--- config.mk ---
export PLATFORM = sky130hd
export DESIGN_NAME = cdsc_regs
export DESIGN_NICKNAME = d
export VERILOG_FILES = /design/src/shared/cdsc_pkg.sv /design/src/core/cdsc_regs.sv
export SDC_FILE = /design/constraint.sdc
export NUM_CORES = 1
export LEC_CHECK = 0
export CORE_MARGIN = 1.5
export CORE_UTILIZATION = 40
export CTS_CLUSTER_SIZE = 30
export DETAILED_ROUTE_END_ITERATION = 12
export DONT_BUFFER_PORTS = 1
export PLACE_DENSITY = 0.61
export SLEW_MARGIN = 30
export SYNTH_ARGS = -nofsm -noshare
export SYNTH_HDL_FRONTEND = slang
export SYNTH_SLANG_ARGS = --single-unit
--- constraint.sdc ---
create_clock -name REF_CLK -period 7.7 [get_ports REF_CLK]
set_clock_uncertainty 0.2 [all_clocks]
set_input_delay 1.155 -clock REF_CLK [delete_from_list [all_inputs] [get_ports REF_CLK]]
set_output_delay 1.155 -clock REF_CLK [all_outputs]
set_load 0.1 [all_outputs]
--- src/shared/cdsc_pkg.sv ---
// package: register map, field layout, reset values and timing for the cable diag register bank
package cdsc_pkg;
    // ------------------------------------------------------------
    // register offsets (word index = byte address on this port)
    // ------------------------------------------------------------
    localparam logic [7:0] CDSC_OFF_PAIR = 8'h16;
    localparam logic [7:0] CDSC_OFF_SWING = 8'h1a;
    localparam logic [7:0] CDSC_OFF_BYPASS = 8'h1b;
    localparam logic [7:0] CDSC_OFF_RESULT = 8'h1c;
    localparam logic [7:0] CDSC_OFF_CTRL = 8'h30;
    localparam logic [7:0] CDSC_OFF_IRQ_STAT = 8'h31;
    localparam logic [7:0] CDSC_OFF_IRQ_EN = 8'h32;
    localparam logic [7:0] CDSC_OFF_IRQ_CLR = 8'h33;
    localparam logic [7:0] CDSC_OFF_LINK = 8'h34;
    // ------------------------------------------------------------
    // field positions
    // ------------------------------------------------------------
    localparam int CDSC_BYP_EN_BIT = 12;
    localparam int CDSC_BYP_ST_BIT = 11;
    localparam int CDSC_DIAG_EN_BIT = 15;
    localparam int CDSC_SWRST_BIT = 0;
    localparam int CDSC_IRQ_DIAG_BIT = 0;
    localparam int CDSC_IRQ_LOCK_BIT = 1;
    localparam int CDSC_IRQ_BYP_BIT = 2;
    localparam int CDSC_LOCKLOST_BIT = 15;
    // ------------------------------------------------------------
    // reset values
    // ------------------------------------------------------------
    localparam logic [2:0] CDSC_SWING_RST = 3'h2;
    localparam logic [4:0] CDSC_SW26_RSV_RST = 5'h01;
    localparam logic [2:0] CDSC_ST27_HI_RST = 3'h4;
    localparam logic [10:0] CDSC_ST27_LO_RST = 11'h008;
    localparam logic CDSC_BYP_EN_RST = 1'b1;
    // ------------------------------------------------------------
    // timing
    // ------------------------------------------------------------
    localparam int CDSC_CLK_HZ = 10000000;
    localparam int CDSC_BYPASS_MS = 200;
    localparam int CDSC_IDLE_MS = 1;
    localparam int CDSC_BYPASS_CYC = CDSC_CLK_HZ / 1000 * CDSC_BYPASS_MS;
    localparam int CDSC_IDLE_CYC = CDSC_CLK_HZ / 1000 * CDSC_IDLE_MS;
    // ------------------------------------------------------------
    // types
    // ------------------------------------------------------------
    typedef enum logic [1:0] {
        CDSC_RES_NONE,
        CDSC_RES_SHORT,
        CDSC_RES_OPEN,
        CDSC_RES_FAIL
    } cdsc_result_e;
    typedef struct packed {
        cdsc_result_e status;
        logic [4:0] magnitude;
        logic [7:0] distance;
    } cdsc_pair_s;
endpackage : cdsc_pkg

--- src/core/cdsc_regs.sv ---
// cable diagnostic, output swing and base-x bypass register bank
//
// Contract
// - pair select picks reported channel A-D
// - three-bit swing, hw reset 010, sw retain
// - bypass enable, taken over at sw reset, brings link up after 200ms
// - read-only bypass status, kept over sw reset
// - diagnostic runs only while link down
// - test proceeds despite partner negotiating/pulses
// - result 11 fail 10 open 01 short
// - five-bit reflected magnitude code per pair
// - eight-bit distance code N reported
// - distance zero when no short/open
// - no idles in 1ms sets lock lost
`timescale 1ns/1ps
module cdsc_regs
    import cdsc_pkg::*;
#(
    parameter int BYPASS_CYC = CDSC_BYPASS_CYC,
    parameter int IDLE_CYC = CDSC_IDLE_CYC
) (
    // clock, reset, enable
    input wire logic REF_CLK,
    input wire logic ARST_N,
    input wire logic CLK_EN,
    // register port
    input wire logic [7:0] ADDR,
    input wire logic [15:0] WDATA,
    input wire logic WR,
    input wire logic RD,
    output logic [15:0] RDATA,
    // link side (pins, synchronised here)
    input wire logic LINK_UP_PIN,
    input wire logic IDLE_SEEN_PIN,
    input wire logic AN_DONE_PIN,
    // measurement engine (same clock)
    input wire logic MEAS_DONE,
    input wire cdsc_pair_s [3:0] MEAS_RESULT,
    output logic MEAS_START,
    // controls out
    output logic [2:0] SWING,
    output logic BASEX_LINK_UP,
    output logic LINK_DOWN_REQ,
    output logic IRQ
);
    // ------------------------------------------------------------
    // reset and pin synchronisers
    // ------------------------------------------------------------
    logic [1:0] rst_sync_reg;
    logic rst_n;
    logic [2:0] pin_s1_reg;
    logic [2:0] pin_s2_reg;
    always_ff @(posedge REF_CLK or negedge ARST_N) begin
        if (!ARST_N) begin
            rst_sync_reg <= 2'h0;
            pin_s1_reg <= 3'h0;
            pin_s2_reg <= 3'h0;
        end else begin
            rst_sync_reg <= {rst_sync_reg[0], 1'b1};
            pin_s1_reg <= {AN_DONE_PIN, IDLE_SEEN_PIN, LINK_UP_PIN};
            pin_s2_reg <= pin_s1_reg;
        end
    end
    assign rst_n = rst_sync_reg[1];
    logic link_up;
    logic idle_seen;
    logic an_done;
    assign link_up = pin_s2_reg[0];
    assign idle_seen = pin_s2_reg[1];
    assign an_done = pin_s2_reg[2];

    // ------------------------------------------------------------
    // state
    // ------------------------------------------------------------
    typedef enum logic [1:0] {CDSC_T_IDLE, CDSC_T_WAIT, CDSC_T_RUN} cdsc_test_e;
    logic [1:0] pair_reg, pair_next;
    logic [2:0] swing_reg, swing_next;
    logic [4:0] rsv26_reg, rsv26_next;
    logic [2:0] hi27_reg, hi27_next;
    logic [10:0] lo27_reg, lo27_next;
    logic byp_en_reg, byp_en_next;
    logic byp_act_reg, byp_act_next;
    logic byp_st_reg, byp_st_next;
    logic diag_en_reg, diag_en_next;
    cdsc_pair_s [3:0] res_reg, res_next;
    cdsc_test_e test_reg, test_next;
    logic start_reg, start_next;
    logic [27:0] byp_cnt_reg, byp_cnt_next;
    logic basex_up_reg, basex_up_next;
    logic [23:0] idle_cnt_reg, idle_cnt_next;
    logic lock_lost_reg, lock_lost_next;
    logic [2:0] irq_st_reg, irq_st_next;
    logic [2:0] irq_en_reg, irq_en_next;
    logic irq_reg, irq_next;
    logic [15:0] rdata_reg, rdata_next;
    logic [2:0] ev;
    logic sw_rst;
    logic wr_pair, wr_swing, wr_byp, wr_res;

    // ------------------------------------------------------------
    // next-state logic
    // ------------------------------------------------------------
    always_comb begin
        cdsc_pair_s sel;
        sel = res_reg[pair_reg];
        wr_pair = WR && ADDR == CDSC_OFF_PAIR;
        wr_swing = WR && ADDR == CDSC_OFF_SWING;
        wr_byp = WR && ADDR == CDSC_OFF_BYPASS;
        wr_res = WR && ADDR == CDSC_OFF_RESULT;
        sw_rst = WR && ADDR == CDSC_OFF_CTRL && WDATA[CDSC_SWRST_BIT];
        pair_next = wr_pair ? WDATA[1:0] : pair_reg;
        swing_next = wr_swing ? WDATA[2:0] : swing_reg;
        rsv26_next = wr_swing ? WDATA[7:3] : rsv26_reg;
        hi27_next = wr_byp ? WDATA[15:13] : hi27_reg;
        lo27_next = wr_byp ? WDATA[10:0] : lo27_reg;
        byp_en_next = wr_byp ? WDATA[CDSC_BYP_EN_BIT] : byp_en_reg;
        byp_act_next = sw_rst ? byp_en_reg : byp_act_reg;
        diag_en_next = wr_res ? WDATA[CDSC_DIAG_EN_BIT] : diag_en_reg;
        res_next = res_reg;
        test_next = test_reg;
        start_next = 1'b0;
        ev = 3'h0;
        // diagnostic sequence; partner activity is not a blocker, only link state
        unique case (test_reg)
            CDSC_T_IDLE: begin
                if (diag_en_reg) begin
                    test_next = CDSC_T_WAIT;
                end
            end
            CDSC_T_WAIT: begin
                if (!diag_en_reg) begin
                    test_next = CDSC_T_IDLE;
                end else if (!link_up) begin
                    start_next = 1'b1;
                    test_next = CDSC_T_RUN;
                end
            end
            CDSC_T_RUN: begin
                if (MEAS_DONE) begin
                    for (int i = 0; i < 4; i++) begin
                        res_next[i] = MEAS_RESULT[i];
                        if (MEAS_RESULT[i].status != CDSC_RES_SHORT &&
                            MEAS_RESULT[i].status != CDSC_RES_OPEN) begin
                            res_next[i].distance = 8'h00;
                        end
                    end
                    diag_en_next = wr_res ? WDATA[CDSC_DIAG_EN_BIT] : 1'b0;
                    ev[CDSC_IRQ_DIAG_BIT] = 1'b1;
                    test_next = CDSC_T_IDLE;
                end
            end
            default: test_next = CDSC_T_IDLE;
        endcase
        // base-x bypass timer
        byp_cnt_next = byp_cnt_reg;
        basex_up_next = basex_up_reg;
        byp_st_next = byp_st_reg;
        if (!link_up) begin
            byp_cnt_next = 28'h0;
            basex_up_next = 1'b0;
        end else if (!basex_up_reg) begin
            if (an_done) begin
                basex_up_next = 1'b1;
                byp_st_next = 1'b0;
            end else if (byp_act_reg && byp_cnt_reg >= 28'(BYPASS_CYC - 1)) begin
                basex_up_next = 1'b1;
                byp_st_next = 1'b1;
                ev[CDSC_IRQ_BYP_BIT] = 1'b1;
            end else begin
                byp_cnt_next = byp_cnt_reg + 28'h1;
            end
        end
        // idle watchdog
        idle_cnt_next = idle_cnt_reg;
        lock_lost_next = lock_lost_reg;
        if (!link_up || idle_seen) begin
            idle_cnt_next = 24'h0;
            lock_lost_next = 1'b0;
        end else if (idle_cnt_reg >= 24'(IDLE_CYC - 1)) begin
            if (!lock_lost_reg) begin
                ev[CDSC_IRQ_LOCK_BIT] = 1'b1;
            end
            lock_lost_next = 1'b1;
        end else begin
            idle_cnt_next = idle_cnt_reg + 24'h1;
        end
        // interrupts: set beats clear
        irq_en_next = (WR && ADDR == CDSC_OFF_IRQ_EN) ? WDATA[2:0] : irq_en_reg;
        irq_st_next = irq_st_reg;
        if (WR && ADDR == CDSC_OFF_IRQ_CLR) begin
            irq_st_next = irq_st_reg & ~WDATA[2:0];
        end
        irq_st_next = irq_st_next | ev;
        irq_next = |(irq_st_reg & irq_en_reg);
        // software reset: per-field update values
        if (sw_rst) begin
            rsv26_next = CDSC_SW26_RSV_RST;
            hi27_next[2] = CDSC_ST27_HI_RST[2];
            lo27_next = CDSC_ST27_LO_RST;
            diag_en_next = 1'b0;
            test_next = CDSC_T_IDLE;
            for (int i = 0; i < 4; i++) begin
                res_next[i] = '0;
            end
        end
        // read mux
        rdata_next = 16'h0000;
        if (RD) begin
            unique case (ADDR)
                CDSC_OFF_PAIR: rdata_next = {14'h0000, pair_reg};
                CDSC_OFF_SWING: rdata_next = {8'h00, rsv26_reg, swing_reg};
                CDSC_OFF_BYPASS: rdata_next = {hi27_reg, byp_en_reg, byp_st_reg, lo27_reg};
                CDSC_OFF_RESULT: rdata_next = {diag_en_reg, sel};
                CDSC_OFF_IRQ_STAT: rdata_next = {13'h0000, irq_st_reg};
                CDSC_OFF_IRQ_EN: rdata_next = {13'h0000, irq_en_reg};
                CDSC_OFF_LINK: rdata_next = {lock_lost_reg, 12'h000, an_done,
                                            basex_up_reg, link_up};
                default: rdata_next = 16'h0000;
            endcase
        end
    end

    // ------------------------------------------------------------
    // registers (hardware reset values)
    // ------------------------------------------------------------
    always_ff @(posedge REF_CLK or negedge rst_n) begin
        if (!rst_n) begin
            pair_reg <= 2'h0;
            swing_reg <= CDSC_SWING_RST;
            rsv26_reg <= CDSC_SW26_RSV_RST;
            hi27_reg <= CDSC_ST27_HI_RST;
            lo27_reg <= CDSC_ST27_LO_RST;
            byp_en_reg <= CDSC_BYP_EN_RST;
            byp_act_reg <= CDSC_BYP_EN_RST;
            byp_st_reg <= 1'b0;
            diag_en_reg <= 1'b0;
            res_reg <= '0;
            test_reg <= CDSC_T_IDLE;
            start_reg <= 1'b0;
            byp_cnt_reg <= 28'h0;
            basex_up_reg <= 1'b0;
            idle_cnt_reg <= 24'h0;
            lock_lost_reg <= 1'b0;
            irq_st_reg <= 3'h0;
            irq_en_reg <= 3'h0;
            irq_reg <= 1'b0;
            rdata_reg <= 16'h0000;
        end else if (CLK_EN) begin
            pair_reg <= pair_next;
            swing_reg <= swing_next;
            rsv26_reg <= rsv26_next;
            hi27_reg <= hi27_next;
            lo27_reg <= lo27_next;
            byp_en_reg <= byp_en_next;
            byp_act_reg <= byp_act_next;
            byp_st_reg <= byp_st_next;
            diag_en_reg <= diag_en_next;
            res_reg <= res_next;
            test_reg <= test_next;
            start_reg <= start_next;
            byp_cnt_reg <= byp_cnt_next;
            basex_up_reg <= basex_up_next;
            idle_cnt_reg <= idle_cnt_next;
            lock_lost_reg <= lock_lost_next;
            irq_st_reg <= irq_st_next;
            irq_en_reg <= irq_en_next;
            irq_reg <= irq_next;
            rdata_reg <= rdata_next;
        end
    end

    assign RDATA = rdata_reg;
    assign MEAS_START = start_reg;
    assign SWING = swing_reg;
    assign BASEX_LINK_UP = basex_up_reg;
    assign LINK_DOWN_REQ = lock_lost_reg;
    assign IRQ = irq_reg;
endmodule : cdsc_regs

==> results of run 1 <==
cell usage after synthesis, types with 15 or more instances:
cell,count
mux4_2,15
a22o_1,57
nand3_1,62
inv_1,36
o21ai_0,33
nand2_1,93
a22oi_1,16
a21oi_1,31
dfrtp_1,170
nor2_1,28
clkbuf_1,32
nor3_1,16
o22ai_1,29
critical path: stages:
cell and delay, ps:
or3b_1 550, nor4_4 330, buf_4 390, nor2_4 60, buf_4 290, nor3b_2 450
a22o_1 210
per-layer routing:
layer,GRT usage,share of wire,wire length (um),vias to the layer above
met5,0,0,0,-
met2,0.310,0.47,10400,180
met3,0.0627,0.071,1560,23
met4,0.0475,0.012,258,0
met1,0.288,0.45,9920,3292
li1,-,-,-,3087
power by group through the flow:
stage                     Combinational (uW)  Clock (uW)  Sequential, uW
after detailed placement                 132           0            1030
after global placement                   129           0            1030
after global routing                     148         926            1020
final                                    130         870            1010
after floorplan                          100           0            1020
after CTS                                132         888            1010
per-stage QoR:
stage	worst slack [ps]	util	hold slack, ps
CTS	4470	0.448	87.9
floorplan	2420	-	131
global route	4310	0.448	112
detailed placement	4040	0.420	75.8
finish	4420	0.448	66.1
global placement	4050	0.419	81.0
final timing paths:
check / start / to / slack [ps] / cells after the start
setup / recovery: ADDR[7] / res_reg[49] / 4420 / 7
hold / removal: rst_sync_reg[1] / idle_cnt_reg[4] / 70 / 0
setup reg to reg: byp_cnt_reg[16] / byp_cnt_reg[18] / 4760 / 6
hold reg to reg: rst_sync_reg[1] / idle_cnt_reg[4] / 70 / 0
max in group asynchronous: rst_sync_reg[1] / res_reg[8] / 5680 / 2
min in group REF_CLK: pin_s1_reg[0] / pin_s2_reg[0] / 150 / 0
cells by family after synthesis:
| group | count (synthesis) |
|---|---|
| AOI/OAI and AO/OA | 236 |
| xor gates and xnor gates | 5 |
| adders and majority gates | 2 |
| buffers and inverters | 90 |
| DFF | 176 |
| muxes | 26 |
| other | 1 |
| and+or+nand+nor | 305 |
cell type report:
cell class,count,area [um^2],area share
sequential,176,4420,0.466
multi-input combinational,575,3910,0.412
clock buffer,19,453,0.0478
tap,275,344,0.0363
clock inverter,13,141,0.0149
inverter,36,135,0.0142
timing repair buffer,10,82.6,0.00871
==> impl_metrics.csv, run 1 <==
group,metric,value,unit
finish,layout-drive-gt1-share,0.124,
drt,wl_per_cell,20.1,um
clock_network,cts_inserted_buffers,17,
clock_network,cts.sink_count,176,
worst_setup_path,critPathKind,"in -> reg",
worst_setup_path,worstPathRequired,7880,ps
synth,synth_top_area_share,0.491,
placed_design,port_buffers,0,
die,core_region_area,21200,um^2
global_routing,antenna_found_initial,0,
sta,tightest_slew,1000,ps
finish,fin_cells,1104,
clock_network,tritoncts,"yes",
clock_network,clock_path_buffers,2,
synth,async_reset_ff_frac,1.00,
die,rows,53,
synth,synth_compound_area_frac,0.200,
drt,drt-total-wl,22200,um
power,swShare,0.269,
synth,synth_top_family_by_area,"compound AO/OA/AOI/OAI gates",
finish,layout_common_cells,"dfrtp_1 (167), nand2_1 (93), nand3_1 (62), a22o_1 (57), inv_1 (36)",
finish,area_delta_synth_final,9.49,%
worst_setup_path,crit_path_end_kind,"register",
synth,synthCells,841,
clock_network,clock_latency,440,ps
finish,final_common_cell,"dfrtp_1",
worst_setup_path,start_kind,"input port",
power,p_leak,0.00391,uW
power,power.share.sequential,0.502,
synth,synth_edf_count,0,
drt,ant_nets,0,
worst_setup_path,crit_arrival,3460,ps
finish,fill_cells,1998,
clock_network,cts_setup_buffers,0,
sta,setup_tns,0,ps
die,die_h,150,um
global_routing,grt_use_total,0.205,
power,power.share.combinational,0.065,
synth,synth_warnings,0,
clock_network,h-tree-depth,4,
drt,vias,6582,
finish,largest_reg_flops,60,
placed_design,gp_congestion,0.797,
sta,setup_viol,0,
placed_design,hpwlAfterDp,15200,um
synth,synthMuxAreaShare,0.0532,
clock_network,clk_pin_slew,70,ps
power,total_power,2010,uW
sta,maxSlewHeadroom,0.333,
synth,seq_area_frac_synth,0.509,
flow_run,drv_cap,0,
die,die_area,22500,um^2
synth,synth_area,8660,um^2
worst_setup_path,crit_fanout,48,
clock_network,cts-resized-gates,0,
synth,synth-simple-area-share,0.185,
power,vdd_drop_max,0.0958,mV
die,ios,116,
power,intPower,1470,uW
global_routing,grt_overflow,0,
power,p_sw,541,uW
synth,synth_ff_type,"dfrtp_1",
die,start_util,0.409,
worst_hold_path,hp-class,"reg -> async",
global_routing,grt_pass1_vias,6296,
power,clkPwrFrac,0.433,
global_routing,grt_max_degree,71,
outcome,outcome,"finished, final reports clean",
synth,synth_area_leader_cell,"dfrtp_1",
synth,synth-xor-area-share,0.00506,
sta,rsz0062_at_grt,"false",
sta,timing.final.crit_share,0.426,
drt,vias_per_cell,5.96,
synth,synth_seq_cells,176,
drt,drc,0,
finish,fin_area,9480,um^2
sta,layout_min_cycle_time,3280,ps
drt,drt-initial-drc-count,463,
sta,slew_viol_final,0,
synth,syn-num-nets,936,
placed_design,place_area,8880,um^2
global_routing,grt_pass1_wl,35600,um
clock_network,hold_buffers,0,
sta,hold_viol_final,0,
sta,clock.fmax,305,MHz
synth,synth_fa_ha_area_frac,0.00289,
placed_design,dp_cells,1072,
die,fp.dieW,150,um
finish,antenna_cells,0,
synth,synth_area_leaders,"dfrtp_1 (49%), a22o_1 (5.8%), nand2_1 (4.0%)",
power,p_per_area,212,nW/um^2
finish,fin_nets,911,
synth,ys_types,79,
drt,dr.pass1.iters,7,
clock_network,cts.root.buffer_cell,"clkbuf_16",
synth,avgSynthCellArea,10.3,um^2
Power figures use the tool's default switching activity.
==> run 2: changes to the inputs <==
Clock period 7.7 ns to 3.2 ns, I/O delays scaled along.
==> run 2 against run 1 <==
Effect of this change: hold slack got worse by 55 ps; combinational power rose to 3.3 times the previous value; worst setup slack got worse by 3900 ps; non-clock buffer count up 92; design area grew 9.1%; clock-buffer cell count is 2 lower; register-to-register slack got worse by 4200 ps; first-iteration DRC count shrank 13%; critical path type is now reg -> reg; critical endpoint is now byp_cnt_reg[17].
==> impl_metrics.csv, run 2 (synthesis results as in run 1) <==
group,metric,value,unit
finish,antenna_cells,0,
die,core_region_area,21200,um^2
outcome,outcome,"finished, final reports clean",
clock_network,cts-resized-gates,0,
power,clkPwrFrac,0.428,
worst_setup_path,start_kind,"register",
sta,hold_viol_final,0,
power,p_sw,1340,uW
drt,wl_per_cell,19.5,um
sta,rsz0062_at_grt,"false",
power,power.share.combinational,0.085,
worst_setup_path,crit_path_end_kind,"register",
drt,dr_wl_met3,1250,um
global_routing,grt_max_degree,110,
worst_setup_path,crit_fanout,10,
sta,slew_viol_final,0,
clock_network,cts.root.buffer_cell,"clkbuf_16",
power,power.share.sequential,0.487,
worst_setup_path,crit_arrival,2760,ps
sta,layout_min_cycle_time,2640,ps
clock_network,clock_latency,450,ps
sta,timing.final.crit_share,0.826,
sta,setup_ws,557,ps
drt,wl_met2,11100,um
drt,drt-initial-drc-count,404,
finish,fin_nets,1003,
die,fp.dieW,150,um
sta,setup_viol,0,
die,ios,116,
worst_hold_path,hp-class,"in -> reg",
die,rows,53,
finish,largest_reg_flops,60,
placed_design,hpwlAfterDp,15400,um
sta,tightest_slew,1000,ps
sta,setup_tns,0,ps
finish,layout-drive-gt1-share,0.126,
global_routing,grt_pass1_vias,6951,
power,vdd_drop_max,0.405,mV
global_routing,grt_use_total,0.217,
drt,ant_nets,0,
die,start_util,0.409,
flow_run,drv_cap,0,
power,swShare,0.269,
die,die_area,22500,um^2
clock_network,cts_inserted_buffers,17,
global_routing,grt_pass1_wl,37800,um
drt,vias_per_cell,5.81,
global_routing,grt_overflow,0,
clock_network,clk_pin_slew,80,ps
drt,wl_met1,10400,um
worst_setup_path,critPathKind,"reg -> reg",
drt,drt-total-wl,23300,um
finish,final_common_cell,"dfrtp_1",
global_routing,antenna_found_initial,0,
sta,maxSlewHeadroom,0.332,
finish,layout_common_cells,"dfrtp_1 (168), nand2_1 (93), dlygate4sd3_1 (75), nand3_1 (62), a22o_1 (57)",
drt,vias,6942,
clock_network,h-tree-depth,4,
finish,fin_util,0.489,
drt,highest_layer,"met4",
clock_network,cts.sink_count,176,
placed_design,gp_congestion,0.787,
placed_design,port_buffers,0,
sta,clock.fmax,378,MHz
power,p_leak,0.00431,uW
power,p_per_area,481,nW/um^2
drt,drc,0,
worst_setup_path,worstPathRequired,3320,ps
clock_network,tritoncts,"yes",
drt,dr.pass1.iters,6,
die,die_h,150,um
clock_network,clock_path_buffers,2,
power,intPower,3640,uW
finish,area_delta_synth_final,19.5,%
placed_design,dp_slack,555,ps
power,total_power,4970,uW
clock_network,cts_setup_buffers,0,
==> run 2: power groups by stage <==
| stage | sequential, uW | clock (uW) | combinational (uW) |
|---|---|---|---|
| global route | 2440 | 2270 | 469 |
| finish | 2420 | 2130 | 424 |
| detailed placement | 2460 | 0 | 338 |
| global placement | 2460 | 0 | 332 |
| floorplan | 2470 | 0 | 241 |
| CTS | 2420 | 2160 | 426 |
==> run 2: cell type report <==
class / instances / area [um^2]
clock buffer: 17 / 425
clock inverter: 14 / 171
fill: 1863 / 10800
inverter: 36 / 135
multi-input combinational: 575 / 3890
sequential: 176 / 4420
tap: 275 / 344
timing repair buffer: 102 / 963
==> run 2: metrics by stage <==
step	cell area [um^2]	hold WS (ps)	std cells
floorplan	8660	-15.6	841
global placement	9000	-15.3	1088
detailed placement	9000	-15.4	1088
CTS	10400	0.397	1195
global route	10300	9.33	1195
finish	10300	11.4	1195
==> run 2: layer usage <==
| metal | GRT usage | vias up |
|---|---|---|
| met3 | 0.0524 | 37 |
| met4 | 0.0824 | 0 |
| li1 | - | 3278 |
| met1 | 0.295 | 3410 |
| met5 | 0 | - |
| met2 | 0.336 | 217 |
==> run 2: critical path, cell delays in order, from the launching register on <==
cell,delay (ps)
dfrtp_1,430
or4_4,560
a2111oi_2,350
a2111o_1,420
buf_4,240
a211oi_1,80
a211o_1,250
==> run 2: worst paths after layout <==
kind,to,depth (start not counted),startpoint,slack [ps]
max in group asynchronous,LINK_DOWN_REQ,1,rst_sync_reg[1],1940
hold reg to reg,pin_s2_reg[2],0,pin_s1_reg[2],150
min in group asynchronous,RDATA[11],1,rst_sync_reg[1],200
hold / removal,rsv26_reg[4],2,WDATA[7],10
setup / recovery,byp_cnt_reg[17],6,byp_cnt_reg[14],560
setup reg to reg,byp_cnt_reg[17],6,byp_cnt_reg[14],560
==> run 2: what timing repair did <==
| action | 4_1_cts | 5_1_grt |
|---|---|---|
| setup endpoints to repair | 0 | 0 |
| endpoints found under the hold margin | 111 | 0 |
| hold buffers | 76 | 0 |
==> run 3: changes to the inputs <==
Clock period 3.2 ns to 2.5 ns, I/O delays scaled along.
==> run 3 against run 2 <==
Effect of this change: critical path depth did not move; first-iteration DRC count rose by 6.4%; cell count rose by 4.9%; design area rose by 4.9%; maximum frequency rose by 8.7%; hold slack improved by 10 ps; combinational power rose by 39%; routed wire length rose by 4.0%; critical path type unchanged; core utilization rose by 2.4 points.
==> impl_metrics.csv, run 3 (synthesis results as in run 1) <==
group,metric,value,unit
sta,setup_viol,0,
power,vdd_drop_max,0.469,mV
flow_run,drv_cap,0,
sta,tightest_slew,750,ps
finish,largest_reg_flops,60,
drt,vias,7183,
global_routing,grt_max_degree,73,
worst_setup_path,worstPathCellList,"or4_4 -> nor3b_1 -> a2111o_1 -> buf_8 -> a2111oi_4 -> a211o_1",
outcome,outcome,"finished, final reports clean",
placed_design,dp_cells,1139,
sta,timing.final.crit_share,0.972,
worst_setup_path,cp_num_buf_inv,1,
finish,layout-drive-gt1-share,0.176,
worst_setup_path,cp_top_family,"compound AO/OA/AOI/OAI gates",
sta,rsz0062_at_grt,"true",
worst_setup_path,critical-path-max-stage-delay,550,ps
placed_design,gp_congestion,0.815,
clock_network,clk_pin_slew,70,ps
worst_setup_path,crit_start,"byp_cnt_reg[14]",
global_routing,grt_use_total,0.222,
finish,final_common_cell,"dfrtp_1",
drt,drt-initial-drc-count,430,
die,ios,116,
finish,fin_util,0.513,
placed_design,hpwlAfterDp,16000,um
clock_network,clock_latency,440,ps
global_routing,grt_pass1_vias,7215,
worst_setup_path,rr_startpoint,"byp_cnt_reg[14]",
placed_design,port_buffers,0,
die,core_region_area,21200,um^2
drt,dr.pass1.iters,5,
clock_network,cts.sink_count,176,
global_routing,antenna_found_initial,0,
worst_hold_path,hp-class,"in -> reg",
worst_setup_path,cp_slowest_cell,"or4_4",
global_routing,grt_overflow,0,
drt,wl_per_cell,19.3,um
drt,ant_nets,0,
worst_setup_path,start_kind,"register",
drt,drt-total-wl,24200,um
die,fp.dieW,150,um
finish,fin_cells,1253,
finish,fin_nets,1059,
worst_setup_path,crit_cells,6,
clock_network,h-tree-depth,4,
die,die_h,150,um
sta,slew_viol_final,0,
global_routing,grt_pass1_wl,38900,um
die,die_area,22500,um^2
finish,area_delta_synth_final,25.4,%
worst_setup_path,crit_fanout,18,
worst_setup_path,crit_path_end_kind,"register",
drt,vias_per_cell,5.73,
sta,layout_min_cycle_time,2430,ps
die,rows,53,
worst_hold_path,holdPathStages,2,
sta,clock.fmax,411,MHz
clock_network,cts.root.buffer_cell,"clkbuf_16",
clock_network,tritoncts,"yes",
clock_network,cts_setup_buffers,0,
worst_setup_path,r2r_cells,6,
finish,layout_common_cells,"dfrtp_1 (168), nand2_1 (93), dlygate4sd3_1 (80), buf_4 (73), nand3_1 (61)",
worst_setup_path,worstPathRequired,2680,ps
clock_network,clock_path_buffers,2,
worst_setup_path,crit_arrival,2610,ps
power,p_leak,0.00463,uW
sta,hold_viol_final,0,
clock_network,cts_inserted_buffers,17,
worst_hold_path,worstHoldStart,"CLK_EN",
sta,fin_hold_ws,21.7,ps
die,start_util,0.409,
sta,maxSlewHeadroom,0.500,
power,p_per_area,587,nW/um^2
drt,drc,0,
worst_setup_path,critPathKind,"reg -> reg",
run 3: area by class of cell:
cell class | count | area, um^2
fillers | 1821 | 10300
flip-flops and latches | 176 | 4420
multi-input cells | 575 | 3930
repair buffers | 158 | 1440
clock buffers | 19 | 443
well taps | 275 | 344
clock inverters | 13 | 144
inverters | 36 | 135
diodes | 1 | 2.50
run 3: where the power goes:
group	total [uW]	switching [uW]	internal, uW
logic	591	299	292
clock network	2700	1250	1450
registers	3090	128	2960
total	6380	1680	4700
run 3: final timing paths:
path / end / slack [ps]
worst max-delay path: byp_cnt_reg[27] / 70
worst min-delay path: diag_en_reg / 20
worst max register to register: byp_cnt_reg[27] / 70
worst min register to register: byp_cnt_reg[8] / 90
max in group asynchronous: SWING[1] / 1250
min in group asynchronous: byp_cnt_reg[8] / 90
run 3: metal layers:
metal / wire length [um] / vias up / track usage
met1: 10600 / 3599 / 0.290
met4: 335 / 0 / 0.0578
li1: - / 3381 / -
met2: 12000 / 182 / 0.369
met3: 1230 / 21 / 0.0533
met5: 0 / - / 0
run 3: through the flow:
step                      worst slack [ps]  instance area (um^2)  TNS [ps]  total power (uW)
after CTS                             11.8                 10800         0              6410
after global placement                58.4                  9410         0              3590
after global routing                 -68.3                 10900     -90.6              6610
after floorplan                        122                  8670         0              3470
final                                 69.7                 10900         0              6380
after detailed placement              49.6                  9410         0              3600
run 3: what timing repair did:
| action | CTS | global route |
|---|---|---|
| hold buffers | 81 | 0 |
| endpoints found under the hold margin | 126 | 0 |
| endpoints found under the setup margin | 0 | 24 |
| resized for setup | 0 | 11 |
run 3: worst reg2reg max path, stage by stage, from the launching register on:
cell and delay (ps):
dfrtp_1 390, or4_4 550, nor3b_1 170, a2111o_1 450
buf_8 190, a2111oi_4 290, a211o_1 130
